## config.mk

```make
export PLATFORM = sky130hd
export DESIGN_NAME = gosr_regs
export DESIGN_NICKNAME = d
export VERILOG_FILES = /design/src/gosr_pkg.sv /design/src/gosr_regs.sv
export VERILOG_INCLUDE_DIRS = /design/src /design/src/src
export SDC_FILE = /design/constraint.sdc
export NUM_CORES = 2
export LEC_CHECK = 0
export BUFFER_PORTS_ARGS = -buffer_cell sky130_fd_sc_hd__buf_2
export CAP_MARGIN = 20
export CORE_MARGIN = 5
export CORE_UTILIZATION = 40
export DETAILED_ROUTE_END_ITERATION = 10
export GPL_TIMING_DRIVEN = 1
export PLACE_DENSITY = 0.55
export SYNTH_ARGS = -nofsm -noshare
export SYNTH_HDL_FRONTEND = slang
export SYNTH_SLANG_ARGS = --single-unit
```

## constraint.sdc

```tcl
create_clock -name clk -period 103.8 [get_ports clk]
set_clock_uncertainty 0.2 [all_clocks]
set_input_delay 15.57 -clock clk [delete_from_list [all_inputs] [get_ports clk]]
set_output_delay 15.57 -clock clk [all_outputs]
set_load 0.1 [all_outputs]
```

## src/gosr_defines.svh

```systemverilog
// Purpose: named constants of the gauge output and status registers
// Assumes: one aligned apb word per register, byte address = 4 x index
// Notes: definitions only
`ifndef GOSR_DEFINES_SVH
`define GOSR_DEFINES_SVH

// register indices
`define GOSR_IX_STATUS 8'h00
`define GOSR_IX_REP_CAP 8'h05
`define GOSR_IX_REP_SOC 8'h06
`define GOSR_IX_AGE 8'h07
`define GOSR_IX_FULL_REP 8'h10
`define GOSR_IX_TTE 8'h11
`define GOSR_IX_CELL_INTERNAL_RESISTANCE 8'h14
`define GOSR_IX_CYCLES 8'h17
`define GOSR_IX_TTF 8'h20
`define GOSR_IX_FULL_NOM 8'h23
`define GOSR_IX_FULL_CAP 8'h35
`define GOSR_IX_LOADED_OCV 8'h38
`define GOSR_IX_TEMP_COMP 8'h39
`define GOSR_IX_TIMER_LO 8'h3E
`define GOSR_IX_CONFIG 8'h60
`define GOSR_IX_CONTROL 8'h61
`define GOSR_IX_RIPPLE 8'hBC
`define GOSR_IX_TIMER_HI 8'hBE
`define GOSR_IX_AT_TTE 8'hDD
`define GOSR_IX_AT_SOC 8'hDE
`define GOSR_IX_AT_CAP 8'hDF

// status bit positions
`define GOSR_B_POR 1
`define GOSR_B_IMN 2
`define GOSR_B_BST 3
`define GOSR_B_IMX 6
`define GOSR_B_DSOC 7
`define GOSR_B_VMN 8
`define GOSR_B_TMN 9
`define GOSR_B_SMN 10
`define GOSR_B_BI 11
`define GOSR_B_VMX 12
`define GOSR_B_TMX 13
`define GOSR_B_SMX 14
`define GOSR_B_BR 15

// reset values
`define GOSR_STATUS_RST 16'h0002
`define GOSR_CELL_INTERNAL_RESISTANCE_RST 16'h0290
`define GOSR_ZERO16 16'h0000
`define GOSR_ALL16 16'hFFFF
// writable status bits; presence and spare bits excluded
`define GOSR_STATUS_WMASK 16'hFFC6
// age scale: 100 percent at 1/256 percent per lsb
`define GOSR_AGE_SCALE 32'h0000_6400
// time-to-empty scale, 5.625 s per lsb
`define GOSR_TTE_SHIFT 11
// largest step of reported capacity per update
`define GOSR_REP_STEP 16'h0040
// ripple filter shift and voltage-to-ripple gain
`define GOSR_RIPPLE_SHIFT 4
`define GOSR_RIPPLE_GAIN 3
// elapsed-time tick
`define GOSR_TICK_NS 175800000
`define GOSR_CLK_NS 20
`define GOSR_TICK_CYCLES (`GOSR_TICK_NS / `GOSR_CLK_NS)

`endif

```

## src/gosr_pkg.sv

```systemverilog
// Purpose: types of the gauge output and status registers
// Assumes: constants come from gosr_defines.svh
// Notes: none
`include "gosr_defines.svh"
package gosr_pkg;
    typedef enum logic [1:0] {
        gosr_src_reported,
        gosr_src_average,
        gosr_src_mixed,
        gosr_src_voltage
    } gosr_src_type;
endpackage

```

## src/gosr_regs.sv

```systemverilog
// Purpose: alert/status flags, elapsed time, cycles, health and output regs of a gauge
// Assumes: apb slave, zero wait states; gauge results arrive as ports with strobes
// Notes: status bits other than the presence bit are cleared by writing 0; a write of 1 leaves a bit alone
// Contract
// - power-on flag set by hardware or software reset, held until software clears it
// - low/high current flags set on reading below/above threshold; zero at reset
// - low/high voltage flags set on reading below/above threshold; zero at reset
// - low/high temperature flags set on reading below/above threshold; zero at reset
// - low/high charge flags set on selected charge below/above threshold
// - percent-step flag set on whole-percent crossing; host clears it
// - battery-absent bit is 1 while absent, 0 while present, 1 after reset until the filtered pin shows presence
// - insertion flag set on detected insertion, held until software clears it
// - removal flag set on detected removal, held until software clears it
// - low elapsed-time counts 175.8 ms steps from zero after reset
// - high elapsed-time extends low one to a 32-bit count
// - cycle register accumulates 1 percent steps, saturating at 655.35 cycles
// - health equals 100 percent times reported full capacity over design capacity
// - hypothetical charge reported at 1/256 percent per lsb
// - resistance register starts at 0x0290
// - ripple register filters ripple at 1.25mV/128 per lsb, starts at zero
// - time-to-empty derived from average capacity over average current
// - nominal full capacity updated on each relaxation event
// - reported full capacity updated at end of charge; remaining capacity slews
// - two-bit select picks the charge compared for alerts, default 00
`timescale 1ns/1ps
`default_nettype none
`include "gosr_defines.svh"

module gosr_regs #(
    parameter int unsigned TICK_CYCLES = `GOSR_TICK_CYCLES
) (
    // clock and reset
    input wire logic clk,
    input wire logic rst_b,
    // apb slave
    input wire logic psel,
    input wire logic penable,
    input wire logic pwrite,
    input wire logic [9:0] paddr,
    input wire logic [31:0] pwdata,
    output logic [31:0] prdata,
    output logic pready,
    output logic pslverr,
    // measurements, one update per meas_valid pulse
    input wire logic meas_valid,
    input wire logic [15:0] current,
    input wire logic [15:0] average_current,
    input wire logic [15:0] cell_voltage,
    input wire logic [15:0] average_cell_voltage,
    input wire logic [15:0] temperature,
    // alert thresholds, min in [7:0], max in [15:8]
    input wire logic [15:0] current_alert_threshold,
    input wire logic [15:0] voltage_alert_threshold,
    input wire logic [15:0] temp_alert_threshold,
    input wire logic [15:0] charge_alert_threshold,
    // charge estimates from the gauging core
    input wire logic [15:0] reported_charge,
    input wire logic [15:0] average_charge,
    input wire logic [15:0] mixed_charge,
    input wire logic [15:0] voltage_charge,
    input wire logic [15:0] remaining_capacity,
    input wire logic [15:0] average_capacity,
    input wire logic [15:0] full_capacity,
    input wire logic [15:0] compensated_capacity,
    input wire logic [15:0] design_capacity,
    input wire logic [15:0] time_to_full_in,
    input wire logic [15:0] cell_resistance,
    input wire logic [15:0] hyp_time_to_empty,
    input wire logic [15:0] hyp_charge,
    input wire logic [15:0] hyp_capacity,
    // gauging events, one-cycle pulses
    input wire logic end_of_charge,
    input wire logic relaxation_event,
    input wire logic resistance_valid,
    // battery presence comparator on the aux analog input, asynchronous
    input wire logic aux_analog_input,
    // software power-on reset pulse to the gauging core
    output logic soft_por
);

    typedef struct packed {
        logic [2:0] present_sync;
        logic present;
        logic [15:0] status;
        logic [1:0] cfg_sel;
        logic [15:0] loaded_ocv;
        logic [15:0] temp_comp;
        logic [31:0] tick_cnt;
        logic [31:0] elapsed;
        logic [7:0] last_percent;
        logic half_cycle;
        logic [15:0] cycles;
        logic [15:0] age;
        logic [15:0] rep_cap;
        logic [15:0] full_rep;
        logic [15:0] full_nom;
        logic [15:0] full_cap;
        logic [15:0] time_to_empty;
        logic [15:0] time_to_full;
        logic [15:0] cell_internal_resistance;
        logic [15:0] ripple;
        logic [15:0] at_tte;
        logic [15:0] at_soc;
        logic [15:0] at_cap;
        logic por_pulse;
        logic [31:0] rdata;
    } gosr_state_type;

    gosr_state_type s_q;
    gosr_state_type s_d;

    logic wr;
    logic setup;
    logic hit;
    logic [7:0] idx;
    logic [15:0] rd_word;
    logic [15:0] sel_charge;
    logic [15:0] set_bits;
    logic [15:0] wr_status;
    logic [31:0] age_quot;
    logic [31:0] tte_quot;
    logic [15:0] discharge;
    logic [15:0] rip_sample;
    logic [15:0] rip_step;

    // threshold byte stands for the top byte of the word
    function automatic logic below_s(input logic [15:0] v, input logic [7:0] th);
        below_s = $signed(v) < $signed({th, 8'h00});
    endfunction

    function automatic logic above_s(input logic [15:0] v, input logic [7:0] th);
        above_s = $signed(v) > $signed({th, 8'h00});
    endfunction

    function automatic logic below_u(input logic [15:0] v, input logic [7:0] th);
        below_u = v < {th, 8'h00};
    endfunction

    function automatic logic above_u(input logic [15:0] v, input logic [7:0] th);
        above_u = v > {th, 8'h00};
    endfunction

    function automatic logic [15:0] sat16(input logic [31:0] v);
        sat16 = (v > 32'h0000_FFFF) ? `GOSR_ALL16 : v[15:0];
    endfunction

    assign idx = paddr[9:2];
    assign setup = psel && !penable;
    assign wr = psel && penable && pwrite && hit;

    always_comb
    begin
        hit = (paddr[1:0] == 2'h0);
        rd_word = `GOSR_ZERO16;
        case (idx)
            `GOSR_IX_STATUS: rd_word = s_q.status;
            `GOSR_IX_REP_CAP: rd_word = s_q.rep_cap;
            `GOSR_IX_REP_SOC: rd_word = reported_charge;
            `GOSR_IX_AGE: rd_word = s_q.age;
            `GOSR_IX_FULL_REP: rd_word = s_q.full_rep;
            `GOSR_IX_TTE: rd_word = s_q.time_to_empty;
            `GOSR_IX_CELL_INTERNAL_RESISTANCE: rd_word = s_q.cell_internal_resistance;
            `GOSR_IX_CYCLES: rd_word = s_q.cycles;
            `GOSR_IX_TTF: rd_word = s_q.time_to_full;
            `GOSR_IX_FULL_NOM: rd_word = s_q.full_nom;
            `GOSR_IX_FULL_CAP: rd_word = s_q.full_cap;
            `GOSR_IX_LOADED_OCV: rd_word = s_q.loaded_ocv;
            `GOSR_IX_TEMP_COMP: rd_word = s_q.temp_comp;
            `GOSR_IX_TIMER_LO: rd_word = s_q.elapsed[15:0];
            `GOSR_IX_TIMER_HI: rd_word = s_q.elapsed[31:16];
            `GOSR_IX_CONFIG: rd_word = {14'h0000, s_q.cfg_sel};
            `GOSR_IX_CONTROL: rd_word = `GOSR_ZERO16;
            `GOSR_IX_RIPPLE: rd_word = s_q.ripple;
            `GOSR_IX_AT_TTE: rd_word = s_q.at_tte;
            // hypothetical charge already at 1/256 percent per lsb
            `GOSR_IX_AT_SOC: rd_word = s_q.at_soc;
            `GOSR_IX_AT_CAP: rd_word = s_q.at_cap;
            default: hit = 1'b0;
        endcase
    end

    always_comb
    begin
        case (gosr_pkg::gosr_src_type'(s_q.cfg_sel))
            gosr_pkg::gosr_src_reported: sel_charge = reported_charge;
            gosr_pkg::gosr_src_average: sel_charge = average_charge;
            gosr_pkg::gosr_src_mixed: sel_charge = mixed_charge;
            gosr_pkg::gosr_src_voltage: sel_charge = voltage_charge;
            default: sel_charge = reported_charge;
        endcase
    end

    // sources of status flags in this cycle
    always_comb
    begin
        set_bits = `GOSR_ZERO16;
        // comparisons only sampled on a measurement update
        if (meas_valid)
        begin
            set_bits[`GOSR_B_IMN] = below_s(current, current_alert_threshold[7:0]);
            set_bits[`GOSR_B_IMX] = above_s(current, current_alert_threshold[15:8]);
            set_bits[`GOSR_B_VMN] = below_u(cell_voltage, voltage_alert_threshold[7:0]);
            set_bits[`GOSR_B_VMX] = above_u(cell_voltage, voltage_alert_threshold[15:8]);
            set_bits[`GOSR_B_TMN] = below_s(temperature, temp_alert_threshold[7:0]);
            set_bits[`GOSR_B_TMX] = above_s(temperature, temp_alert_threshold[15:8]);
            // charge alerts on the selected estimate
            set_bits[`GOSR_B_SMN] = below_u(sel_charge, charge_alert_threshold[7:0]);
            set_bits[`GOSR_B_SMX] = above_u(sel_charge, charge_alert_threshold[15:8]);
            set_bits[`GOSR_B_DSOC] = reported_charge[15:8] != s_q.last_percent;
        end
        set_bits[`GOSR_B_BI] = s_q.present_sync[2] && s_q.present_sync[1] && !s_q.present;
        set_bits[`GOSR_B_BR] = !s_q.present_sync[2] && s_q.present;
    end

    // division is combinational; results only captured on update strobes
    always_comb
    begin
        age_quot = 32'h0000_0000;
        if (design_capacity != `GOSR_ZERO16)
        begin
            age_quot = ({16'h0000, s_q.full_rep} * `GOSR_AGE_SCALE) / {16'h0000, design_capacity};
        end
        discharge = 16'(-$signed(average_current));
        tte_quot = {16'h0000, `GOSR_ALL16};
        if ($signed(average_current) < 0)
        begin
            tte_quot = ({16'h0000, average_capacity} << `GOSR_TTE_SHIFT) / {16'h0000, discharge};
        end
        rip_sample = cell_voltage - average_cell_voltage;
        if ($signed(rip_sample) < 0)
        begin
            rip_sample = 16'(-$signed(rip_sample));
        end
        rip_sample = sat16({16'h0000, rip_sample} << `GOSR_RIPPLE_GAIN);
        rip_step = `GOSR_ZERO16;
        if (rip_sample > s_q.ripple)
        begin
            rip_step = (rip_sample - s_q.ripple) >> `GOSR_RIPPLE_SHIFT;
        end
    end

    assign wr_status = pwdata[15:0] | ~`GOSR_STATUS_WMASK;

    always_comb
    begin
        s_d = s_q;
        s_d.por_pulse = 1'b0;

        // presence pin: third flop agreeing with second marks a change
        s_d.present_sync = {s_q.present_sync[1:0], aux_analog_input};
        if (s_q.present_sync[2] == s_q.present_sync[1])
        begin
            s_d.present = s_q.present_sync[2];
        end

        // software clears by writing 0; a flag raised in the same cycle survives
        if (wr && idx == `GOSR_IX_STATUS)
        begin
            s_d.status = s_q.status & wr_status;
        end
        s_d.status = s_d.status | (set_bits & `GOSR_STATUS_WMASK);
        // presence bit follows the filtered pin
        s_d.status[`GOSR_B_BST] = !s_d.present;
        if (meas_valid)
        begin
            s_d.last_percent = reported_charge[15:8];
        end

        if (wr && idx == `GOSR_IX_CONFIG)
        begin
            s_d.cfg_sel = pwdata[1:0];
        end
        if (wr && idx == `GOSR_IX_LOADED_OCV)
        begin
            s_d.loaded_ocv = pwdata[15:0];
        end
        if (wr && idx == `GOSR_IX_TEMP_COMP)
        begin
            s_d.temp_comp = pwdata[15:0];
        end

        // tick counter, one step per 175.8 ms
        if (s_q.tick_cnt >= TICK_CYCLES - 1)
        begin
            s_d.tick_cnt = 32'h0000_0000;
            // low word carries into the high word as one 32-bit count
            s_d.elapsed = s_q.elapsed + 32'h0000_0001;
        end
        else
        begin
            s_d.tick_cnt = s_q.tick_cnt + 32'h0000_0001;
        end

        // two percent crossings count one percent of a full cycle
        if (set_bits[`GOSR_B_DSOC])
        begin
            s_d.half_cycle = !s_q.half_cycle;
            if (s_q.half_cycle && s_q.cycles != `GOSR_ALL16)
            begin
                s_d.cycles = s_q.cycles + 16'h0001;
            end
        end

        if (meas_valid)
        begin
            // health from reported full over design capacity
            s_d.age = sat16(age_quot);
            // average capacity over filtered discharge current
            s_d.time_to_empty = sat16(tte_quot);
            if (remaining_capacity > s_q.rep_cap + `GOSR_REP_STEP)
            begin
                s_d.rep_cap = s_q.rep_cap + `GOSR_REP_STEP;
            end
            else if (remaining_capacity + `GOSR_REP_STEP < s_q.rep_cap)
            begin
                s_d.rep_cap = s_q.rep_cap - `GOSR_REP_STEP;
            end
            else
            begin
                s_d.rep_cap = remaining_capacity;
            end
            if (rip_sample > s_q.ripple)
            begin
                s_d.ripple = s_q.ripple + rip_step;
            end
            else
            begin
                s_d.ripple = s_q.ripple - (s_q.ripple >> `GOSR_RIPPLE_SHIFT);
            end
            s_d.full_cap = compensated_capacity;
            s_d.time_to_full = time_to_full_in;
            s_d.at_tte = hyp_time_to_empty;
            s_d.at_soc = hyp_charge;
            s_d.at_cap = hyp_capacity;
        end
        // reported full capacity only moves at end of charge
        if (end_of_charge)
        begin
            s_d.full_rep = full_capacity;
        end
        // nominal capacity only moves on relaxation
        if (relaxation_event)
        begin
            s_d.full_nom = full_capacity;
        end
        // resistance held until the core posts a new value or a software reset reloads 0x0290
        if (resistance_valid)
        begin
            s_d.cell_internal_resistance = cell_resistance;
        end

        // latch read data at setup so it stands through access
        if (setup)
        begin
            s_d.rdata = {16'h0000, rd_word};
        end

        if (wr && idx == `GOSR_IX_CONTROL && pwdata[0])
        begin
            s_d.por_pulse = 1'b1;
            s_d.status = `GOSR_STATUS_RST;
            s_d.status[`GOSR_B_BST] = !s_d.present;
            s_d.tick_cnt = 32'h0000_0000;
            s_d.elapsed = 32'h0000_0000;
            s_d.ripple = `GOSR_ZERO16;
            s_d.cell_internal_resistance = `GOSR_CELL_INTERNAL_RESISTANCE_RST;
        end
    end

    always_ff @(posedge clk or negedge rst_b)
    begin
        if (!rst_b)
        begin
            s_q <= '0;
            // hardware reset leaves the power-on flag set
            s_q.status <= `GOSR_STATUS_RST;
            s_q.cell_internal_resistance <= `GOSR_CELL_INTERNAL_RESISTANCE_RST;
        end
        else
        begin
            s_q <= s_d;
        end
    end

    // zero wait states; unmapped or misaligned accesses answer with an error
    assign pready = 1'b1;
    assign pslverr = psel && penable && !hit;
    assign prdata = s_q.rdata;
    assign soft_por = s_q.por_pulse;

endmodule
`default_nettype wire

```

---- Yosys cells after proc, flatten, opt, wreduce, memory -nomap -nowiden ----
Index checks and enable logic that the tools add are counted.
cells by class
  add/sub/neg operators ................... 12
  $mul .................................... 1
  div/mod/pow operators ................... 2
  magnitude comparators ................... 17
  equality and inequality tests ........... 26
  muxes and demuxes ....................... 26
  bitwise logic cells ..................... 2
  reductions and logical operators ........ 30
operators with widths
  operator               count
  $pmux 16 s20           1
  $mux 16                10
  $mux 32                5
  $mux 64                2
  $gt 16x16->1           6
  $lt 16x16->1           5
  $add 32x1->32 const B  2
  $gt 32x16->1 const B   2
  $pmux 16 s4            1
  $eq 8x6->1 const B     6
  $eq 8x8->1 const B     5
  $add 16x7->16 const B  2
  $div 27x16->32         1
  $div 31x16->32         1
  $eq 8x5->1 const B     4
  $ge 32x24->1 const B   1
  $lt 16x1->1 const B    2
  $neg 16->16            2
  $sub 16x16->16         2
  $eq 8x3->1 const B     3
  $mul 16x5->21 const B  1
  $reduce_or 21->1       1
  $gt 19x16->1 const B   1
  $add 16x1->16 const B  1
  22 further kinds       49
word-level totals
  flip-flop bits (word level) ............. 352
  input port bits ......................... 420
  output and inout bits ................... 35
  logic and storage cells ................. 141

---- Depth between registers and ports, before layout ----
  depth after elaboration ................. 11
  depth in mapped cells ................... 495
  mapped depth without buffers ............ 454

---- Worst setup path before layout ----
OpenSTA, ideal clock, no wires.
  path type ............................... input-to-reg
  start point ............................. input average_current[0]
  end point ............................... register s_q[129] (netlist name)
  setup time .............................. 126 ps
  arrival time ............................ 105534 ps
  data required time ...................... 103474 ps
  setup slack ............................. -2060 ps
  stages on the path ...................... 466
  buffers on the path ..................... 56
  cells stage by stage .................... clkbuf_1 > inv_1 > clkbuf_1 > ha_1 > nor2b_1 > nand4_1 > or4_4 > a221o_1 > buf_6 > buf_6 > nor2_1 > clkbuf_1 > nand3_1 > nor2_1 > ha_1 > nor4b_1 > nor2_1 > nand2_1 > [... 430 more ...] > a21o_1 > a21o_1 > nor4_1 > nand4b_1 > buf_2 > buf_6 > nor2_1 > a21oi_1 > ha_1 > a21o_1 > a21o_1 > a21oi_1 > o21ai_0 > nand2_1 > o2111ai_1 > a2111oi_0 > o2111ai_1 > o32a_1
between the ends
  cells in the longest elaborated chain, start to end .. 5
  elaborated cells between the ends (all ways) .. 6
  classes of those cells .................. add/sub (1); div (1); order compare (2); mux (2)
ends and longest elaborated chain
  what                line              text
  start: declaration  gosr_regs.sv:47   input wire logic [15:0] average_current,
  $neg 16->16         gosr_regs.sv:223  discharge = 16'(-$signed(average_current));
  $div 27x16->32      gosr_regs.sv:227  tte_quot = ({16'h0000, average_capacity} << `GOSR_TTE_SHIFT) / {16'h0000, discharge};
  $mux 32 (*)         gosr_regs.sv:225  if ($signed(average_current) < 0)
  $gt 32x16->1        gosr_regs.sv:144  sat16 = (v > 32'h0000_FFFF) ? `GOSR_ALL16 : v[15:0];
  $mux 16 (*)         gosr_regs.sv:144
  end: declaration    gosr_regs.sv:109  gosr_state_type s_q;
Mark *: on every way between the ends. The rest lies on a longest branch, timed or not.
A chain may end at the register's enable or synchronous reset.

---- Worst setup path after layout ----
  start point ............................. input design_capacity[3]
  end point ............................... register s_q[209] (netlist name)
between the ends
  cells in the longest elaborated chain, start to end .. 4
  elaborated cells between the ends (all ways) .. 5
  classes of those cells .................. div (1); order compare (1); mux (2); reduce/logical (1)
ends and longest elaborated chain
  what                                                         line              text
  start: declaration                                           gosr_regs.sv:65   input wire logic [15:0] design_capacity,
  $div 31x16->32 / $reduce_bool 16->1 (equally long branches)  n/a
  $mux 32 (*)                                                  gosr_regs.sv:219  if (design_capacity != `GOSR_ZERO16)
  $gt 32x16->1                                                 gosr_regs.sv:144
  $mux 16 (*)                                                  gosr_regs.sv:144
Marks and branches as above.

==> results.toml <==
[run_status]
run_status = "finished clean"

[setup_path]
crit_arrival_ns = 99.17
rrSetupSlack_ns = 16.39
start_kind = "input port"
critPathSlowestCell = "o31ai_1"
criticalPathCategory = "in -> reg"
crit_required_ns = 104.02
critPathMaxStageDelay_ns = 0.68
cp_common_cell = "o21a_1"
path_max_fanout = 21
cp-end-kind = "flop"

[route]
vias_per_cell = 5.99
drc = 0
drt-initial-drc-count = 5626
totalWireLength_um = 278000
avgRoutedWirePerCell_um = 21.5
firstDrtPassIters = 7
ant_nets = 0
num_vias = 77500

[cts]
clock_sinks = 349
cts_buffers = 41
clock_latency_ns = 0.59
cts_root_buf = "clkbuf_16"
cts_tree = "done"
htreeDepth = 2
clockBufferDepth = 3
path_clk_slew_ns = 0.06

[grt]
grt_max_degree = 84
antenna_found_initial = 13
grt_pass1_vias = 74600
grt_pass1_wl_um = 421000
grt.total_usage = 0.278
overflow = 0

[floorplan]
ioPinCount = 455
die_y_um = 435
die_area_um2 = 189000
fp.dieW_um = 435
initial_core_util = 0.403
rows = 155
coreArea_um2 = 179000

[synth]
synth_xor_area_frac = 0.0718
ys_ff_latch = 349
yosysWarnings = 0
yosys.area_share.simple = 0.237
synthAdderAreaFrac = 0.171
synth_area_leaders = "ha_1 (17%), dfrtp_1 (12%), a21oi_1 (5.1%)"
synth_top_family_by_area = "compound AO/OA/AOI/OAI gates"
synth_top_area_frac = 0.167
synth-edff-count = 0
netlist_area_um2 = 72100
synth_area_leader_cell = "ha_1"
synthArstFlopShare = 1.00
synthFlopType = "dfrtp_1"
synthMuxAreaShare = 0.0679
synth_area_per_cell_um2 = 7.49
synth-compound-area-share = 0.287
syn_inst = 9628
yosysSeqAreaShare = 0.121
yosysUniqueCellTypes = 139

[placed_design]
dp_hpwl_um = 225000
gp_congestion = 0.954
io_buffers = 421

[final_layout]
final_cell_mix = "ha_1 (956), nor2_1 (879), nand2_1 (738), buf_4 (727), a21oi_1 (689)"
multi_input_area_um2 = 61700
final_common_cell = "ha_1"
seq_area_um2 = 8740
area.growth.synth_to_final_pct = 17.0
fill_cells = 17900
nets = 11900
drive_gt1_frac = 0.192

[sta]
max_freq_mhz = 10.1
holdWs_ns = 0.152
relSlewSlack = 0.105
finalHoldViolCount = 0
final.min_clock_period_ns = 98.95
slew_violations = 0
setup_viol = 0
tightest_slew_ns = 1.34
fin_crit_sh = 0.953

[flow_run]
max_cap_violations = 0

[worst_hold_path]
hold_path.class = "reg -> reg"
## stage by stage
step | std cells | cell area [um^2] | setup slack [ns] | utilization | TNS, ns
after floorplan | 9655 | 72400 | -0.0138 | - | -0.0138
after global placement | 12800 | 81300 | -0.237 | 0.455 | -0.237
after detailed placement | 12800 | 81300 | -1.15 | 0.455 | -1.46
after CTS | 12900 | 82800 | 0.0166 | 0.463 | 0
after global routing | 12900 | 84400 | -0.344 | 0.472 | -0.535
final | 12900 | 84400 | 4.85 | 0.472 | 0
## synthesized netlist by cell type, drive strengths merged, types with 26 or more instances
cell and n:
a21oi 741, nor4 97, o211ai 89, a22oi 85
o21ai 579, inv 456, and3 95, mux2i 96
a211oi 90, nand2 750, o31ai 183, ha 961
a31oi 86, a21boi 54, a222oi 30, buf 104
xnor2 352, and4 28, xor2 238, nand3 278
a211o 33, nor3 358, a221oi 33, nor2 904
nand2b 222, o211a 30, a22o 26, nor2b 97
or2 74, o31a 33, or4 56, o21a 292
and2 102, clkbuf 229, a21o 322, o21bai 49
mux2 331, o22ai 31, or3 91, nand4 161
dfrtp 345
## flip-flops by register name, summed over array words and instances (netlist names)
name	count
prdata	16
s_q	330
s_d	2
soft_por	1
## logic make-up (layout without fill, tap and decap cells)
kind of cell             count (synthesis)  count (layout)
AO/OA/AOI/OAI                         3064            3064
XOR/XNOR                               590             590
adder cells (fa/ha/maj)                976             976
buffers and inverters                  792            1698
flip-flops                             349             349
multiplexers                           435             435
other                                    2              35
AND/OR/NAND/NOR                       3420            3421
## repair_timing
item                                    4_1_cts  5_1_grt
buffers inserted                              0       50
endpoints found under the setup margin        2        6
gates resized for setup                      14      319
hold buffers                                  0        0
gates cloned                                  0        4
pin swaps                                     0       55
## layer usage
| metal | GRT usage | share of wire | vias up | wire (um) |
|---|---|---|---|---|
| li1 | - | - | 37900 | - |
| met5 | 0 | 0.00013 | - | 35 |
| met1 | 0.356 | 0.44 | 37100 | 121000 |
| met2 | 0.489 | 0.48 | 2056 | 132000 |
| met4 | 0.101 | 0.044 | 6 | 12100 |
| met3 | 0.0207 | 0.045 | 456 | 12600 |
## path summary, 6_finish.rpt
check	from	cells past startpoint	end
min	s_d[366]$_DFF_PN0_	0	s_d[367]$_DFF_PN0_
max in group asynchronous	rst_b	4	s_q[288]$_DFF_PN0_
min in group asynchronous	rst_b	1	s_q[54]$_DFFE_PN0P_
max	design_capacity[3]	435	s_q[209]$_DFFE_PN0P_
min reg2reg	s_d[366]$_DFF_PN0_	0	s_d[367]$_DFF_PN0_
max reg2reg	s_q[183]$_DFFE_PN0P_	442	s_q[209]$_DFFE_PN0P_
## cell type report
class / count / area share
tap: 2355 / 0.0349
inverter: 459 / 0.0205
antenna: 6 / 0.000178
sequential: 349 / 0.104
clock buffer: 53 / 0.0138
multi-input combinational: 8515 / 0.731
clock inverter: 22 / 0.00291
timing repair buffer: 1164 / 0.0929
## critical path: cells and delay by family
family                   cells  cell delay [ns]
AND/OR/NAND/NOR            105            17.09
multiplexers                10             3.01
AO/OA/AOI/OAI              260            48.77
buffers and inverters       29             4.92
adder cells (fa/ha/maj)     31             9.56
Power is not shown: default switching activity piles up to over one toggle a cycle in this logic, so the estimate is an artifact.
